### src/logic/adc_ctrl_pkg.sv
// Register offsets, field positions and reset values of the control bank
package adc_ctrl_pkg;
  localparam int          REG_W            = 16;
  localparam int          ADDR_W           = 6;
  localparam int          CHANNELS         = 4;
  // Register addresses on the serial register port
  localparam logic [5:0]  STATUS_ADDR      = 6'h12;
  localparam logic [5:0]  MASK_ADDR        = 6'h13;
  localparam logic [5:0]  CONTROL_ADDR     = 6'h14;
  // Control fields
  localparam int          FRAME_CHECK_BIT  = 15;
  localparam int          SHARED_THR_BIT   = 14;
  localparam int          FLUSH_LSB        = 4;
  localparam int          SUPPLY_OFF_BIT   = 3;
  localparam int          POR_CLEAR_BIT    = 2;
  localparam int          SOFT_RESET_BIT   = 1;
  localparam int          HARD_RESET_BIT   = 0;
  localparam logic [15:0] CONTROL_WMASK    = 16'hC0F8;
  localparam logic [15:0] CONTROL_RESET    = 16'h0000;
  // Interrupt mask and status fields
  localparam int          DONE_BIT         = 12;
  localparam int          FAULT_BIT        = 11;
  localparam int          LOSS_BIT         = 10;
  localparam int          FRAME_ERR_BIT    = 9;
  localparam int          CHECK_ERR_BIT    = 8;
  localparam int          RISE_LSB         = 4;
  localparam int          FALL_LSB         = 0;
  localparam logic [15:0] MASK_WMASK       = 16'h1FFF;
  localparam logic [15:0] MASK_RESET       = 16'h0000;
  localparam logic [15:0] STATUS_RESET     = 16'h0000;
  // Reset pulse widths in cycles
  localparam int          RESET_PULSE_CYC  = 4;
  // Frame lengths in serial bits
  localparam logic [5:0]  FRAME_SHORT      = 6'h18;
  localparam logic [5:0]  FRAME_LONG       = 6'h20;
endpackage

### src/logic/adc_ctrl_bank.sv
// Control and interrupt-mask register bank with status flags and interrupt line
`timescale 1ns/1ps
module adc_ctrl_bank
  import adc_ctrl_pkg::*;
#(
  parameter int RESET_CYCLES = adc_ctrl_pkg::RESET_PULSE_CYC
) (
  // Clock and reset
  input  wire logic                               clk,
  input  wire logic                               srst,
  // Register port from the serial controller
  input  wire logic                               reg_wr,
  input  wire logic                               reg_rd,
  input  wire logic [adc_ctrl_pkg::ADDR_W-1:0]    reg_addr,
  input  wire logic [adc_ctrl_pkg::REG_W-1:0]     reg_wdata,
  output logic      [adc_ctrl_pkg::REG_W-1:0]     reg_rdata,
  output logic                                    reg_rvalid,
  // Event pulses from the converter, link and serial logic
  input  wire logic                               channel_done,
  input  wire logic                               converter_fault_flag,
  input  wire logic                               data_loss_event,
  input  wire logic                               frame_error_flag,
  input  wire logic                               check_error_flag,
  // Comparator outputs, levels from the same clock
  input  wire logic [adc_ctrl_pkg::CHANNELS-1:0]  comparator_level,
  // Control outputs
  output logic                                    frame_check_select,
  output logic [5:0]                              frame_bits,
  output logic                                    shared_threshold_select,
  output logic [adc_ctrl_pkg::CHANNELS-1:0]       average_flush,
  output logic                                    field_supply_on,
  output logic                                    power_on_flag_clear,
  output logic                                    core_reset,
  output logic                                    hard_reset_out,
  output logic                                    irq
);
  import adc_ctrl_pkg::*;

  initial begin
    if (RESET_CYCLES < 1) begin
      $error("adc_ctrl_bank: RESET_CYCLES must be at least 1");
    end
  end

  // Register state
  logic [REG_W-1:0]    control_reg, control_next;
  logic [REG_W-1:0]    mask_reg, mask_next;
  logic [REG_W-1:0]    status_reg, status_next;
  logic [CHANNELS-1:0] level_reg, level_next;
  logic [1:0]          chan_cnt_reg, chan_cnt_next;
  logic [REG_W-1:0]    rdata_reg, rdata_next;
  logic                rvalid_reg, rvalid_next;
  logic [CHANNELS-1:0] flush_reg, flush_next;
  logic                por_clr_reg, por_clr_next;
  logic                irq_reg, irq_next;
  logic                soft_req, hard_req;
  logic                core_pulse, hard_pulse;
  logic                bank_reset;
  logic [REG_W-1:0]    events;

  function automatic logic hit(input logic [ADDR_W-1:0] a, input logic [ADDR_W-1:0] target);
    return a == target;
  endfunction

  // Register reset also taken by the internal soft and hard resets
  assign bank_reset = srst | core_pulse;

  assign soft_req = reg_wr && hit(reg_addr, CONTROL_ADDR) && reg_wdata[SOFT_RESET_BIT];
  assign hard_req = reg_wr && hit(reg_addr, CONTROL_ADDR) && reg_wdata[HARD_RESET_BIT];

  // One stretcher for both requests, so core_reset leaves a flop directly
  pulse_stretch #(
    .WIDTH   (RESET_CYCLES)
  ) u_core (
    .clk     (clk),
    .srst    (srst),
    .trigger (soft_req || hard_req),
    .pulse   (core_pulse)
  );

  pulse_stretch #(
    .WIDTH   (RESET_CYCLES)
  ) u_hard (
    .clk     (clk),
    .srst    (srst),
    .trigger (hard_req),
    .pulse   (hard_pulse)
  );

  // Event collection into status positions
  always_comb begin
    events = '0;
    level_next = comparator_level;
    chan_cnt_next = chan_cnt_reg;
    if (channel_done) begin
      chan_cnt_next = chan_cnt_reg + 2'h1;
    end
    // Done only once channel 4 completes a 1..4 sweep
    events[DONE_BIT]      = channel_done && (chan_cnt_reg == 2'h3);
    events[FAULT_BIT]     = converter_fault_flag;
    events[LOSS_BIT]      = data_loss_event;
    events[FRAME_ERR_BIT] = frame_error_flag;
    events[CHECK_ERR_BIT] = check_error_flag;
    events[RISE_LSB +: CHANNELS] = comparator_level & ~level_reg;
    events[FALL_LSB +: CHANNELS] = ~comparator_level & level_reg;
  end

  // Register writes, sticky flags, read path
  always_comb begin
    control_next = control_reg;
    mask_next    = mask_reg;
    status_next  = status_reg;
    rdata_next   = rdata_reg;
    rvalid_next  = 1'b0;
    flush_next   = '0;
    por_clr_next = 1'b0;
    if (reg_wr && hit(reg_addr, CONTROL_ADDR)) begin
      // Reset and clear bits 2..0 never stored; flush bits kept for read-back
      control_next = reg_wdata & CONTROL_WMASK;
      flush_next   = reg_wdata[FLUSH_LSB +: CHANNELS];
      por_clr_next = reg_wdata[POR_CLEAR_BIT];
    end
    if (reg_wr && hit(reg_addr, MASK_ADDR)) begin
      mask_next = reg_wdata & MASK_WMASK;
    end
    if (reg_rd) begin
      rvalid_next = 1'b1;
      case (1'b1)
        hit(reg_addr, CONTROL_ADDR): rdata_next = control_reg;
        hit(reg_addr, MASK_ADDR):    rdata_next = mask_reg;
        hit(reg_addr, STATUS_ADDR):  rdata_next = status_reg;
        default:                     rdata_next = '0;
      endcase
      // Read clears all; an event in the same cycle still lands
      if (hit(reg_addr, STATUS_ADDR)) begin
        status_next = '0;
      end
    end
    status_next = (status_next | events) & MASK_WMASK;
    // Flags are gated per source by the matching mask bit
    irq_next = |(status_next & mask_next);
  end

  always_ff @(posedge clk) begin
    if (bank_reset) begin
      control_reg  <= CONTROL_RESET;
      mask_reg     <= MASK_RESET;
      status_reg   <= STATUS_RESET;
      level_reg    <= '0;
      chan_cnt_reg <= '0;
      flush_reg    <= '0;
      por_clr_reg  <= 1'b0;
      irq_reg      <= 1'b0;
    end else begin
      control_reg  <= control_next;
      mask_reg     <= mask_next;
      status_reg   <= status_next;
      level_reg    <= level_next;
      chan_cnt_reg <= chan_cnt_next;
      flush_reg    <= flush_next;
      por_clr_reg  <= por_clr_next;
      irq_reg      <= irq_next;
    end
  end

  // Read data survives internal resets so the bus answer is not lost
  always_ff @(posedge clk) begin
    if (srst) begin
      rdata_reg  <= '0;
      rvalid_reg <= 1'b0;
    end else begin
      rdata_reg  <= rdata_next;
      rvalid_reg <= rvalid_next;
    end
  end

  // Supply state held in its own flop: hard reset forces it off for the pulse and one cycle after
  logic             supply_reg, supply_next;
  logic [5:0]       frame_reg, frame_next;
  logic [REG_W-1:0] control_eff;

  always_comb begin
    // Track what control_reg will hold, so internal resets and lost writes stay in step
    control_eff = bank_reset ? CONTROL_RESET : control_next;
    supply_next = !control_eff[SUPPLY_OFF_BIT] && !hard_pulse && !hard_req;
    frame_next  = control_eff[FRAME_CHECK_BIT] ? FRAME_LONG : FRAME_SHORT;
  end

  always_ff @(posedge clk) begin
    if (srst) begin
      supply_reg <= 1'b1;
      frame_reg  <= FRAME_SHORT;
    end else begin
      supply_reg <= supply_next;
      frame_reg  <= frame_next;
    end
  end

  assign reg_rdata               = rdata_reg;
  assign reg_rvalid              = rvalid_reg;
  assign frame_check_select      = control_reg[FRAME_CHECK_BIT];
  assign frame_bits              = frame_reg;
  assign shared_threshold_select = control_reg[SHARED_THR_BIT];
  assign average_flush           = flush_reg;
  assign field_supply_on         = supply_reg;
  assign power_on_flag_clear     = por_clr_reg;
  assign core_reset              = core_pulse;
  assign hard_reset_out          = hard_pulse;
  assign irq                     = irq_reg;
endmodule // adc_ctrl_bank

### src/logic/pulse_stretch.sv
// Stretches a one-cycle request into a fixed-width reset pulse
`timescale 1ns/1ps
module pulse_stretch #(
  parameter int WIDTH = 4
) (
  // Clock and reset
  input  wire logic clk,
  input  wire logic srst,
  // Request and pulse
  input  wire logic trigger,
  output logic      pulse
);
  localparam int CW = $clog2(WIDTH + 1);
  logic [CW-1:0] count_reg;
  logic [CW-1:0] count_next;
  logic          pulse_reg;
  logic          pulse_next;

  initial begin
    if (WIDTH < 1) begin
      $error("pulse_stretch: WIDTH must be at least 1");
    end
  end

  always_comb begin
    count_next = count_reg;
    if (trigger) begin
      count_next = CW'(WIDTH);
    end else if (count_reg != '0) begin
      count_next = count_reg - CW'(1);
    end
    pulse_next = (count_next != '0);
  end

  always_ff @(posedge clk) begin
    if (srst) begin
      count_reg <= '0;
      pulse_reg <= 1'b0;
    end else begin
      count_reg <= count_next;
      pulse_reg <= pulse_next;
    end
  end

  assign pulse = pulse_reg;
endmodule // pulse_stretch
### config.mk
export PLATFORM = sky130hd
export DESIGN_NAME = adc_ctrl_bank
export DESIGN_NICKNAME = d
export VERILOG_FILES = /design/src/logic/adc_ctrl_pkg.sv /design/src/logic/adc_ctrl_bank.sv /design/src/logic/pulse_stretch.sv
export SDC_FILE = /design/constraint.sdc
export NUM_CORES = 1
export LEC_CHECK = 0
export ABC_AREA = 1
export BUFFER_PORTS_ARGS = -buffer_cell sky130_fd_sc_hd__buf_2
export CAP_MARGIN = 30
export CORE_ASPECT_RATIO = 1.5
export CORE_MARGIN = 2
export CORE_UTILIZATION = 55
export DETAILED_ROUTE_END_ITERATION = 12
export GPL_TIMING_DRIVEN = 0
export PLACE_DENSITY_LB_ADDON = 0.05
export SLEW_MARGIN = 20
export SYNTH_ARGS = -nofsm -noshare
export SYNTH_HDL_FRONTEND = slang
export SYNTH_HIERARCHICAL = 1
export SYNTH_SLANG_ARGS = --single-unit
### constraint.sdc
create_clock -name clk -period 3.3 [get_ports clk]
set_clock_uncertainty 0.2 [all_clocks]
set_input_delay 0.33 -clock clk [delete_from_list [all_inputs] [get_ports clk]]
set_output_delay 0.33 -clock clk [all_outputs]
set_load 0.005 [all_outputs]
# Word-level counts from Yosys, hierarchy flattened

Cells that the tools add are included.

Add/subtract/negate cells: 3
Eq/ne operators: 4
Muxes and demuxes: 14
Bitwise gates (word level): 8
Reductions and logical operators: 17

Operators by type and width:

| cell                                                                  | count |
|---|---|
| 16-bit two-way mux                                                    | 5 |
| 13-bit two-way mux                                                    | 3 |
| 6-bit by 5-bit equality test with 1-bit output, second input constant | 3 |
| 13-bit by 16-bit bitwise AND with 16-bit output                       | 1 |
| 16-bit OR reduction                                                   | 1 |
| 13-bit bitwise OR                                                     | 1 |
| 3-bit two-way mux                                                     | 4 |
| 3-bit nonzero test                                                    | 4 |
| 4-bit bitwise AND                                                     | 2 |
| 4-bit inverter                                                        | 2 |
| 1-bit logical AND                                                     | 7 |
| 6-bit two-way mux                                                     | 1 |
| 3-bit by 1-bit subtractor with 3-bit output, second input constant    | 2 |
| 1-bit logical NOT                                                     | 3 |
| 2-bit by 1-bit adder with 2-bit output, second input constant         | 1 |
| 2-bit equality test, second input constant                            | 1 |
| 2-bit OR reduction                                                    | 1 |
| 1-bit logical OR                                                      | 1 |
| 1-bit two-way mux                                                     | 1 |
| 1-bit inverter                                                        | 1 |
| 1-bit bitwise OR                                                      | 1 |

Register bits: 80
Input port bits: 35
Output and inout port bits: 34
Word-level logic and storage cells: 63

# Logic depth before layout (Yosys ltp)

Gate-level depths: netlist (run 1).

Depth after elaboration: 7
Gate-level depth with buffers: 13
Mapped depth without buffers: 12

# Cells and area by module

The synthesis (run 1) kept the hierarchy.

By module, submodules not included:

| module        | instances | cells an instance | area an instance (um^2) | seq. area each (um^2) |
|---|---|---|---|---|
| adc_ctrl_bank | 1         | 372               | 2,715.1                 | 1,281.2 |
| pulse_stretch | 2         | 25                | 197.7                   | 80.1 |

# Least setup slack after synthesis (run 1)

No wires, ideal clock.

Kind: input port to flip-flop
From: input reg_addr[1] (netlist name)
To: register u_core.pulse_reg, in the netlist u_core/pulse
Setup time: 122 ps
Arrival: 1,347 ps
Data required time: 2,978 ps
Setup slack: 1,631 ps
Stages on the path: 8
Buffers on the path: 0
Path through: nor4_1 -> nand2_1 -> inv_1 -> nand2_2 -> nor2_1 -> nor2_1 -> nand3_1 -> nand3_1

Cells in the longest elaborated chain, start to end: 6
Elaborated cells on any way between the ends: 7
Classes of those cells: eq/ne: 1; mux: 1; reduce/logical: 5

RTL lines:

| element                                            | RTL line                                 | RTL |
|---|---|---|
| from (decl)                                        | adc_ctrl_bank.sv:14                      | `input wire logic [adc_ctrl_pkg::ADDR_W-1:0] reg_addr,` |
| 6-bit by 5-bit equality test with 1-bit output (*) | adc_ctrl_bank.sv:62                      | `return a == target;` |
| 1-bit logical AND (*)                              | adc_ctrl_bank.sv:68, adc_ctrl_bank.sv:69 |  |
| 1-bit logical AND (on tied branches)               | adc_ctrl_bank.sv:68, adc_ctrl_bank.sv:69 |  |
| 1-bit logical OR (*)                               | adc_ctrl_bank.sv:77                      | `.trigger (soft_req \|\| hard_req),` |
| 3-bit two-way mux (*)                              | pulse_stretch.sv:27                      | `if (trigger) begin` |
| 3-bit nonzero test (*)                             | pulse_stretch.sv:32                      | `pulse_next = (count_next != '0);` |
| to (signal assigned)                               | pulse_stretch.sv:41                      | `pulse_reg <= pulse_next;` |
| to (decl)                                          | pulse_stretch.sv:16                      | `logic pulse_reg;` |

Every way passes the cells marked *; elsewhere a longest branch is shown, timed or not.
A chain may end at the register's enable or synchronous reset.

# Final worst setup path (run 1)

From: register u_core.pulse_reg, in the netlist u_core/pulse
To: register status_reg[6]

Cells in the longest elaborated chain, start to end: 1

RTL lines:

| element              | RTL line             | RTL |
|---|---|---|
| 1-bit bitwise OR     | adc_ctrl_bank.sv:66  | `assign bank_reset = srst \| core_pulse;` |
| to (signal assigned) | adc_ctrl_bank.sv:157 | `status_reg <= status_next;` |
| to (decl)            | adc_ctrl_bank.sv:48  | `logic [REG_W-1:0] status_reg, status_next;` |

Every way passes these cells.

==> flow_summary.toml, run 1 <==
[finish]
fin_cells = 573
diodes = 0
design_area_mm2 = 0.00371
largest_reg_flops = 15
nets = 541
final_common_cell = "nand2_1"
area_delta_synth_final_pct = 19.3
layout_common_cells = "nand2_1 (123), dfxtp_1 (72), buf_2 (68)"
drive_gt1_share_pct = 22.5

[power_and_ir_drop]
p_leak_uw = 0.00192
powerDensity_mw_per_mm2 = 555
irDropWorstVdd_mv = 0.507

[die]
row_count = 33
coreArea_mm2 = 0.00545
die_h_um = 96.1
ios = 69
start_util_pct = 57.1
die_w_um = 65.4
die-area_mm2 = 0.00629

[clock_tree]
clkTransAtPathRegs_ns = 0.08
post-cts-setup-buffers = 0
root_buffer = "clkbuf_8"
cts_buffers = 9
cts_resized = 0
hold_buffers = 0
cts_max_path_buffers = 2
cts_tree = "built"
cts.sinks = 72
htreeDepth = 3
insertion_delay_ns = 0.34

[worst_setup_path]
critPathCaptureType = "flip-flop"
r2r_cells = 4
critPathMaxFanout = 10
required_ns = 3.36
crit_arrival_ns = 1.87
worstSetupStartpointType = "flip-flop"
crit_type = "reg2reg"

[route]
ant_nets = 0
drt_iter0_markers = 183
vias = 2893
drtPass1Iterations = 4
totalWireLength_um = 7390
drc = 0
wl_per_cell_um = 12.9
via_per_inst = 5.05

[sta]
fmax_ghz = 0.555
rsz0062_at_grt = "no"
final.setup.tns_ns = 0
worst_hold_slack_ns = 0.0158
max_slew_margin_pct = 65.3
worst_slack_ns = 1.50
report.final.hold_viol_count = 0
period_needed_ns = 1.80
slew_violations = 0
post-route-period-util_pct = 54.6
setup_viol = 0
worst_pin_slew_ns = 0.521

[grt]
grt_antenna_before_repair = 0
grt_pass1_wl_um = 12000
grt_max_degree = 12
grt_usage_pct = 25.3
overflow = 0
grt_pass1_vias = 2691

[synthesis]
ys_types = 31
yosysWarnings = 6
ys_seq_elements = 72
netlist_area_mm2 = 0.00311
syn-instance-count = 422
yosysSeqAreaShare_pct = 46.3
synth_area_per_cell_um2 = 7.37

[placement]
gp_congestion = 0.842
place_area_mm2 = 0.00352
numPortBuffers = 63
dpl.hpwl_um = 5590
dp_slack_ns = 1.15
place_inst = 558

[run_status]
status = "finished, final reports clean"

[min_path]
hp-class = "in2reg"
whs_path_depth = 3

[job]
cap_violations = 0
==> layout make-up <==
| type | instances | area (um^2) |
|---|---|---|
| inverters | 61 | 229 |
| clock inverters | 4 | 45.0 |
| fillers | 511 | 1740 |
| flip-flops and latches | 72 | 1440 |
| multi-input cells | 274 | 1350 |
| well taps | 70 | 87.6 |
| plain buffers | 18 | 104 |
| repair buffers | 63 | 315 |
| clock buffers | 11 | 141 |
==> logic make-up after synthesis <==
group | count (synthesis) | synth area share (%)
XOR/XNOR | 1 | 0.282
AO/OA/AOI/OAI | 62 | 11.9
buffers and inverters | 79 | 10.7
AND/OR/NAND/NOR | 200 | 27.9
adder cells (fa/ha/maj) | 7 | 2.82
other | 1 | 0.121
flip-flops | 72 | 46.3
==> cell usage after synthesis, drive strengths merged <==
| cell type | instances | share of area [%] |
|---|---|---|
| a21oi | 33 | 5.3 |
| a31o | 4 | 1.1 |
| a32o | 8 | 2.6 |
| buf | 12 | 2.6 |
| clkbuf | 6 | 0.72 |
| clkinv | 2 | 0.24 |
| conb | 1 | 0.12 |
| dfxtp | 72 | 46 |
| ha | 7 | 2.8 |
| inv | 59 | 7.1 |
| nand2 | 125 | 15 |
| nand3 | 22 | 4.0 |
| nand3b | 1 | 0.24 |
| nand4 | 3 | 1.1 |
| nor2 | 42 | 6.0 |
| nor3 | 4 | 0.64 |
| nor4 | 1 | 0.20 |
| o2111ai | 1 | 0.28 |
| o21ai | 16 | 2.6 |
| or2 | 2 | 0.40 |
| xnor2 | 1 | 0.28 |
==> per-layer routing <==
layer  track usage, %  share of wire (%)  wire, um  vias up
li1                 -                  -         -     1471
met1             30.2                 41      3050     1320
met2             43.5                 51      3750       84
met3             4.91                5.2       381       18
met4             12.2                2.9       214        0
met5                0                  0         0        -
==> metrics by stage <==
step	utilization (%)	power, uW
6_report	68.1	2060
5_1_grt	68.1	2170
4_1_cts	68.1	2070
3_5_place_dp	64.7	1400
3_3_place_gp	64.7	1390
2_1_floorplan	-	1280
==> where the power goes <==
part           switching (uW)  internal [uW]
Combinational             252            144
Clock                     308            362
Sequential               39.8            952
==> critical path: stages (launching register included) <==
cell and delay (ns):
dfxtp_1 0.32, nor2_2 0.39, clkinv_1 0.31, clkbuf_1 0.33, a21oi_1 0.19
==> worst paths after layout <==
check	startpoint	to	slack (ns)
worst max-delay path	u_core/pulse	status_reg[6]	1.50
worst min-delay path	reg_wdata[14]	control_reg[14]	0.02
worst max register to register	u_core/pulse	status_reg[6]	1.50
worst min register to register	reg_rdata[12]	reg_rdata[12]	0.27
No activity file was read; power rests on OpenSTA's default activity.
==> run 2: changes to the inputs <==
--- a/config.mk
+++ b/config.mk
@@ -10,7 +10,7 @@
 export CAP_MARGIN = 30
 export CORE_ASPECT_RATIO = 1.5
 export CORE_MARGIN = 2
-export CORE_UTILIZATION = 55
+export CORE_UTILIZATION = 54
 export DETAILED_ROUTE_END_ITERATION = 12
 export GPL_TIMING_DRIVEN = 0
 export PLACE_DENSITY_LB_ADDON = 0.05
==> constraint.sdc (replaced) <==
create_clock -name clk -period 1.7 [get_ports clk]
set_clock_uncertainty 0.2 [all_clocks]
set_input_delay 0.17 -clock clk [delete_from_list [all_inputs] [get_ports clk]]
set_output_delay 0.17 -clock clk [all_outputs]
set_load 0.005 [all_outputs]
==> run 2 against run 1 <==
  * Wire length rose by 6.9%
  * Critical path depth did not move
  * Worst setup slack got worse by 1.4 ns
  * Flip-flop and latch count did not move
  * Combinational power rose by 110%
  * Critical path type unchanged
  * Critical endpoint is now mask_reg[12]
  * Largest power group unchanged
==> flow_summary.toml, run 2 (same netlist as run 1, synthesis figures left out) <==
[run_status]
status = "finished, final reports clean"

[worst_setup_path]
required_ns = 1.77
slowest_delay_ns = 0.33
rr_startpoint = "u_core/pulse"
cp_slowest_cell = "dfxtp_1"
timing.rr.end = "mask_reg[12]"
worstSetupStartpointType = "flip-flop"
crit_arrival_ns = 1.64
r2r_cells = 4
worstPathCellList = "nor2_4 -> clkinvlp_4 -> clkbuf_2 -> a21oi_1"
crit_type = "reg2reg"
critPathMaxFanout = 10
r2r_slack_ns = 0.13
critPathCaptureType = "flip-flop"

[route]
drc = 0
totalWireLength_um = 7910
drt_iter0_markers = 178
ant_nets = 0
drtPass1Iterations = 4
via_per_inst = 5.03
vias = 3005
wl_per_cell_um = 13.2

[die]
die_w_um = 66.0
coreArea_mm2 = 0.00553
ios = 69
die_h_um = 97.0
start_util_pct = 56.2
row_count = 33
die-area_mm2 = 0.00640

[grt]
grt_usage_pct = 25.7
grt_antenna_before_repair = 0
grt_max_degree = 13
overflow = 0
grt_pass1_wl_um = 12700
grt_pass1_vias = 2842

[clock_tree]
post-cts-setup-buffers = 0
root_buffer = "clkbuf_8"
cts.sinks = 72
cts_tree = "built"
cts_buffers = 9
cts_max_path_buffers = 2
htreeDepth = 3
clkTransAtPathRegs_ns = 0.07
insertion_delay_ns = 0.35

[power_and_ir_drop]
powerDensity_mw_per_mm2 = 1090
pwr-share-clk_pct = 36.9
combPwrFrac_pct = 19.0
seq_power_share_pct = 44.1
p_sw_share_pct = 28.1
p_leak_uw = 0.00205
intPower_uw = 3140
irDropWorstVdd_mv = 0.661
p_switching_uw = 1230

[finish]
regArea_mm2 = 0.00144
post-route-util_pct = 72.5
multiInputGateArea_mm2 = 0.00136
nets = 565
largest_reg_flops = 15
diodes = 0
area_delta_synth_final_pct = 29.0
fin_cells = 598
final_common_cell = "nand2_1"
fillers = 481
layout_common_cells = "nand2_1 (123), dfxtp_1 (72), buf_2 (68)"
drive_gt1_share_pct = 22.7

[sta]
worst_slack_ns = 0.133
report.final.hold_viol_count = 0
slew_violations = 0
fmax_ghz = 0.638
rsz0062_at_grt = "no"
period_needed_ns = 1.57
worst_hold_slack_ns = 0.0118
post-route-period-util_pct = 92.2
setup_viol = 0

[min_path]
hp-class = "in2reg"
whs_path_depth = 4
whs_endpoint = "u_core/count_reg[2]"
holdCritStartpoint = "srst"

[job]
cap_violations = 0

[placement]
dp_slack_ns = -0.281
place_inst = 558
dpl.hpwl_um = 5600
numPortBuffers = 63
gp_congestion = 0.856
[run 2: cell count changes in the layout (fill, tap and decap cells not counted), sizes merged]
cell	before	now
dlygate4sd3	0	24
bufinv	1	3
clkbuf	17	15
clkinvlp	0	1
[run 2: power by group through the flow]
stage	registers, uW	logic (uW)	clock network [uW]
2_1_floorplan	1950	531	0
3_3_place_gp	1960	734	0
3_5_place_dp	1960	767	0
4_1_cts	1930	823	1610
5_1_grt	1950	942	1680
6_report	1930	830	1610
[run 2: stage by stage]
stage	instance area, um^2	TNS [ns]	total power [uW]
final	4010	0	4370
after global routing	4010	0	4570
after CTS	4000	0	4370
after detailed placement	3520	-4.26	2730
after global placement	3520	-3.94	2700
after floorplan	3120	0	2480
[run 2: cell type report]
cell class,count,share of cell area (%)
Clock buffer,9,3.09
Clock inverter,7,2.74
Tap cell,70,2.18
Buffer,18,2.68
Timing Repair Buffer,87,13.8
Inverter,61,5.80
Sequential cell,72,35.9
Multi-Input combinational cell,274,33.8
[run 2: worst max-delay path by stage]
stage | to | start | slack, ns | depth (start not counted)
2_1_floorplan | u_core/pulse | reg_addr[1] | 0.19 | 8
3_3_place_gp | u_core/pulse | reg_addr[1] | -0.32 | 9
3_5_place_dp | u_core/pulse | reg_addr[1] | -0.28 | 9
4_1_cts | status_reg[9] | u_core/pulse | 0.02 | 4
5_1_grt | status_reg[10] | u_core/pulse | 0.01 | 4
6_report | mask_reg[12] | u_core/pulse | 0.13 | 4
[run 2: repair_timing]
item / in CTS / in global routing
gates cloned: 0 / 0
endpoints found under the hold margin: 37 / 0
gates resized for setup: 1 / 8
hold buffers: 24 / 0
setup endpoints to repair: 31 / 32
[run 2: layer usage]
layer / global-route usage [%] / routed length, um / up-vias
met5: 0 / 0 / -
met4: 8.95 / 151 / 0
met3: 5.00 / 376 / 14
met2: 46.4 / 4160 / 87
met1: 29.2 / 3220 / 1387
li1: - / - / 1517
[run 2: critical path: cells and delay by family, from the launching register on]
kind,cells,cell delay (ns)
and+or+nand+nor,1,0.28
DFF,1,0.33
buffers and inverters,2,0.50
AOI/OAI and AO/OA,1,0.17
==> run 3: changes to the inputs <==
--- a/config.mk
+++ b/config.mk
@@ -13,7 +13,7 @@
 export CORE_UTILIZATION = 54
 export DETAILED_ROUTE_END_ITERATION = 12
 export GPL_TIMING_DRIVEN = 0
-export PLACE_DENSITY_LB_ADDON = 0.05
+export PLACE_DENSITY = 0.8
 export SLEW_MARGIN = 20
 export SYNTH_ARGS = -nofsm -noshare
 export SYNTH_HDL_FRONTEND = slang
==> run 3 against run 2 <==
  * Combinational power grew 2%
  * Register-to-register slack is essentially flat
  * Design area shrank 0.31%
  * Die area is the same
  * Non-clock buffer count is the same
  * Worst setup slack lost 0.0055 ns
  * Critical path depth is the same
  * Sequential share of layout area grew 0.11 points
  * Critical path type unchanged
  * Largest cell class unchanged
==> flow_summary.toml, run 3 (same netlist as run 1, synthesis figures left out) <==
[run_status]
status = "finished, final reports clean"

[grt]
overflow = 0
grt_antenna_before_repair = 0
grt_pass1_vias = 2876
grt_pass1_wl_um = 13000
grt_max_degree = 13
grt_usage_pct = 26.5

[route]
drt_iter0_markers = 229
via_per_inst = 5.08
ant_nets = 0
drtPass1Iterations = 5
wl_per_cell_um = 13.4
vias = 3040
drc = 0
totalWireLength_um = 8030

[sta]
period_needed_ns = 1.57
rsz0062_at_grt = "no"
worst_hold_slack_ns = 0.00810
report.final.hold_viol_count = 0
worst_slack_ns = 0.128
slew_violations = 0
fmax_ghz = 0.636
setup_viol = 0
post-route-period-util_pct = 92.5

[finish]
final_common_cell = "nand2_1"
post-route-util_pct = 72.3
area_delta_synth_final_pct = 28.6
design_area_mm2 = 0.00400
nets = 565
largest_reg_flops = 15
fillers = 464
diodes = 0
drive_gt1_share_pct = 22.7
layout_common_cells = "nand2_1 (123), dfxtp_1 (72), buf_2 (68)"

[placement]
place_area_mm2 = 0.00352
numPortBuffers = 63
dpl.hpwl_um = 5710
dp_slack_ns = -0.317
gp_congestion = 0.866

[die]
die-area_mm2 = 0.00640
die_h_um = 97.0
ios = 69
start_util_pct = 56.2
coreArea_mm2 = 0.00553
die_w_um = 66.0
row_count = 33

[clock_tree]
root_buffer = "clkbuf_8"
cts_tree = "built"
cts.sinks = 72
clkTransAtPathRegs_ns = 0.07
htreeDepth = 3
cts_max_path_buffers = 2
insertion_delay_ns = 0.35
cts_buffers = 9

[worst_setup_path]
critPathCaptureType = "flip-flop"
worstPathCellList = "nor2_4 -> clkinvlp_4 -> clkbuf_2 -> a21oi_1"
slowest_delay_ns = 0.33
r2r_slack_ns = 0.13
critPathMaxFanout = 10
required_ns = 1.77
cp_slowest_cell = "dfxtp_1"
crit_arrival_ns = 1.65
crit_type = "reg2reg"
worstSetupStartpointType = "flip-flop"

[power_and_ir_drop]
total_power_uw = 4260
p_leak_uw = 0.00203
powerDensity_mw_per_mm2 = 1070
irDropWorstVdd_mv = 1.03

[min_path]
hp-class = "in2reg"

[job]
cap_violations = 0
run 3: final timing paths:
| kind | from | endpoint | cells after the start |
|---|---|---|---|
| setup reg to reg | u_core/pulse | mask_reg[10] | 4 |
| setup / recovery | u_core/pulse | mask_reg[10] | 4 |
| hold reg to reg | reg_rdata[11] | reg_rdata[11] | 2 |
| hold / removal | reg_addr[5] | mask_reg[1] | 4 |
run 3: critical path: cells and delay by family, from the launching register on:
kind	cells	cell delay, ns
AND/OR/NAND/NOR	1	0.30
AO/OA/AOI/OAI	1	0.16
buffers and inverters	2	0.50
flip-flops	1	0.33
run 3: report_power, final:
group / total [uW] / switching [uW] / internal (uW)
Clock: 1490 / 624 / 864
Combinational: 845 / 516 / 328
Sequential: 1930 / 83.4 / 1850
Total: 4260 / 1220 / 3040
run 3: through the flow:
step	TNS, ns	std cells
after detailed placement	-4.74	558
after global placement	-2.57	558
after CTS	0	598
after floorplan	0	425
after global routing	0	598
final	0	598
run 3: final cells by class:
cell class	instances	area, um^2	share of cell area (%)
inverter	61	233	5.82
clock buffer	11	141	3.53
timing repair buffer	87	556	13.9
multi-input combinational	274	1360	33.9
tap	70	87.6	2.19
buffer	18	108	2.69
clock inverter	5	80.1	2.00
sequential	72	1440	36.0
run 3: what timing repair did:
item	CTS	global route
setup buffers	0	0
gates resized for setup	1	9
endpoints found under the setup margin	31	28
hold endpoints to repair	37	0
hold buffers	24	0
run 3: per-layer routing:
| metal | share of wire (%) | GRT usage, % | vias up | routed length (um) |
|---|---|---|---|---|
| met5 | 0 | 0 | - | 0 |
| met4 | 4.4 | 15.1 | 0 | 353 |
| met3 | 4.9 | 4.65 | 30 | 396 |
| met2 | 52 | 45.3 | 111 | 4170 |
| met1 | 39 | 30.1 | 1376 | 3110 |
| li1 | - | - | 1523 | - |
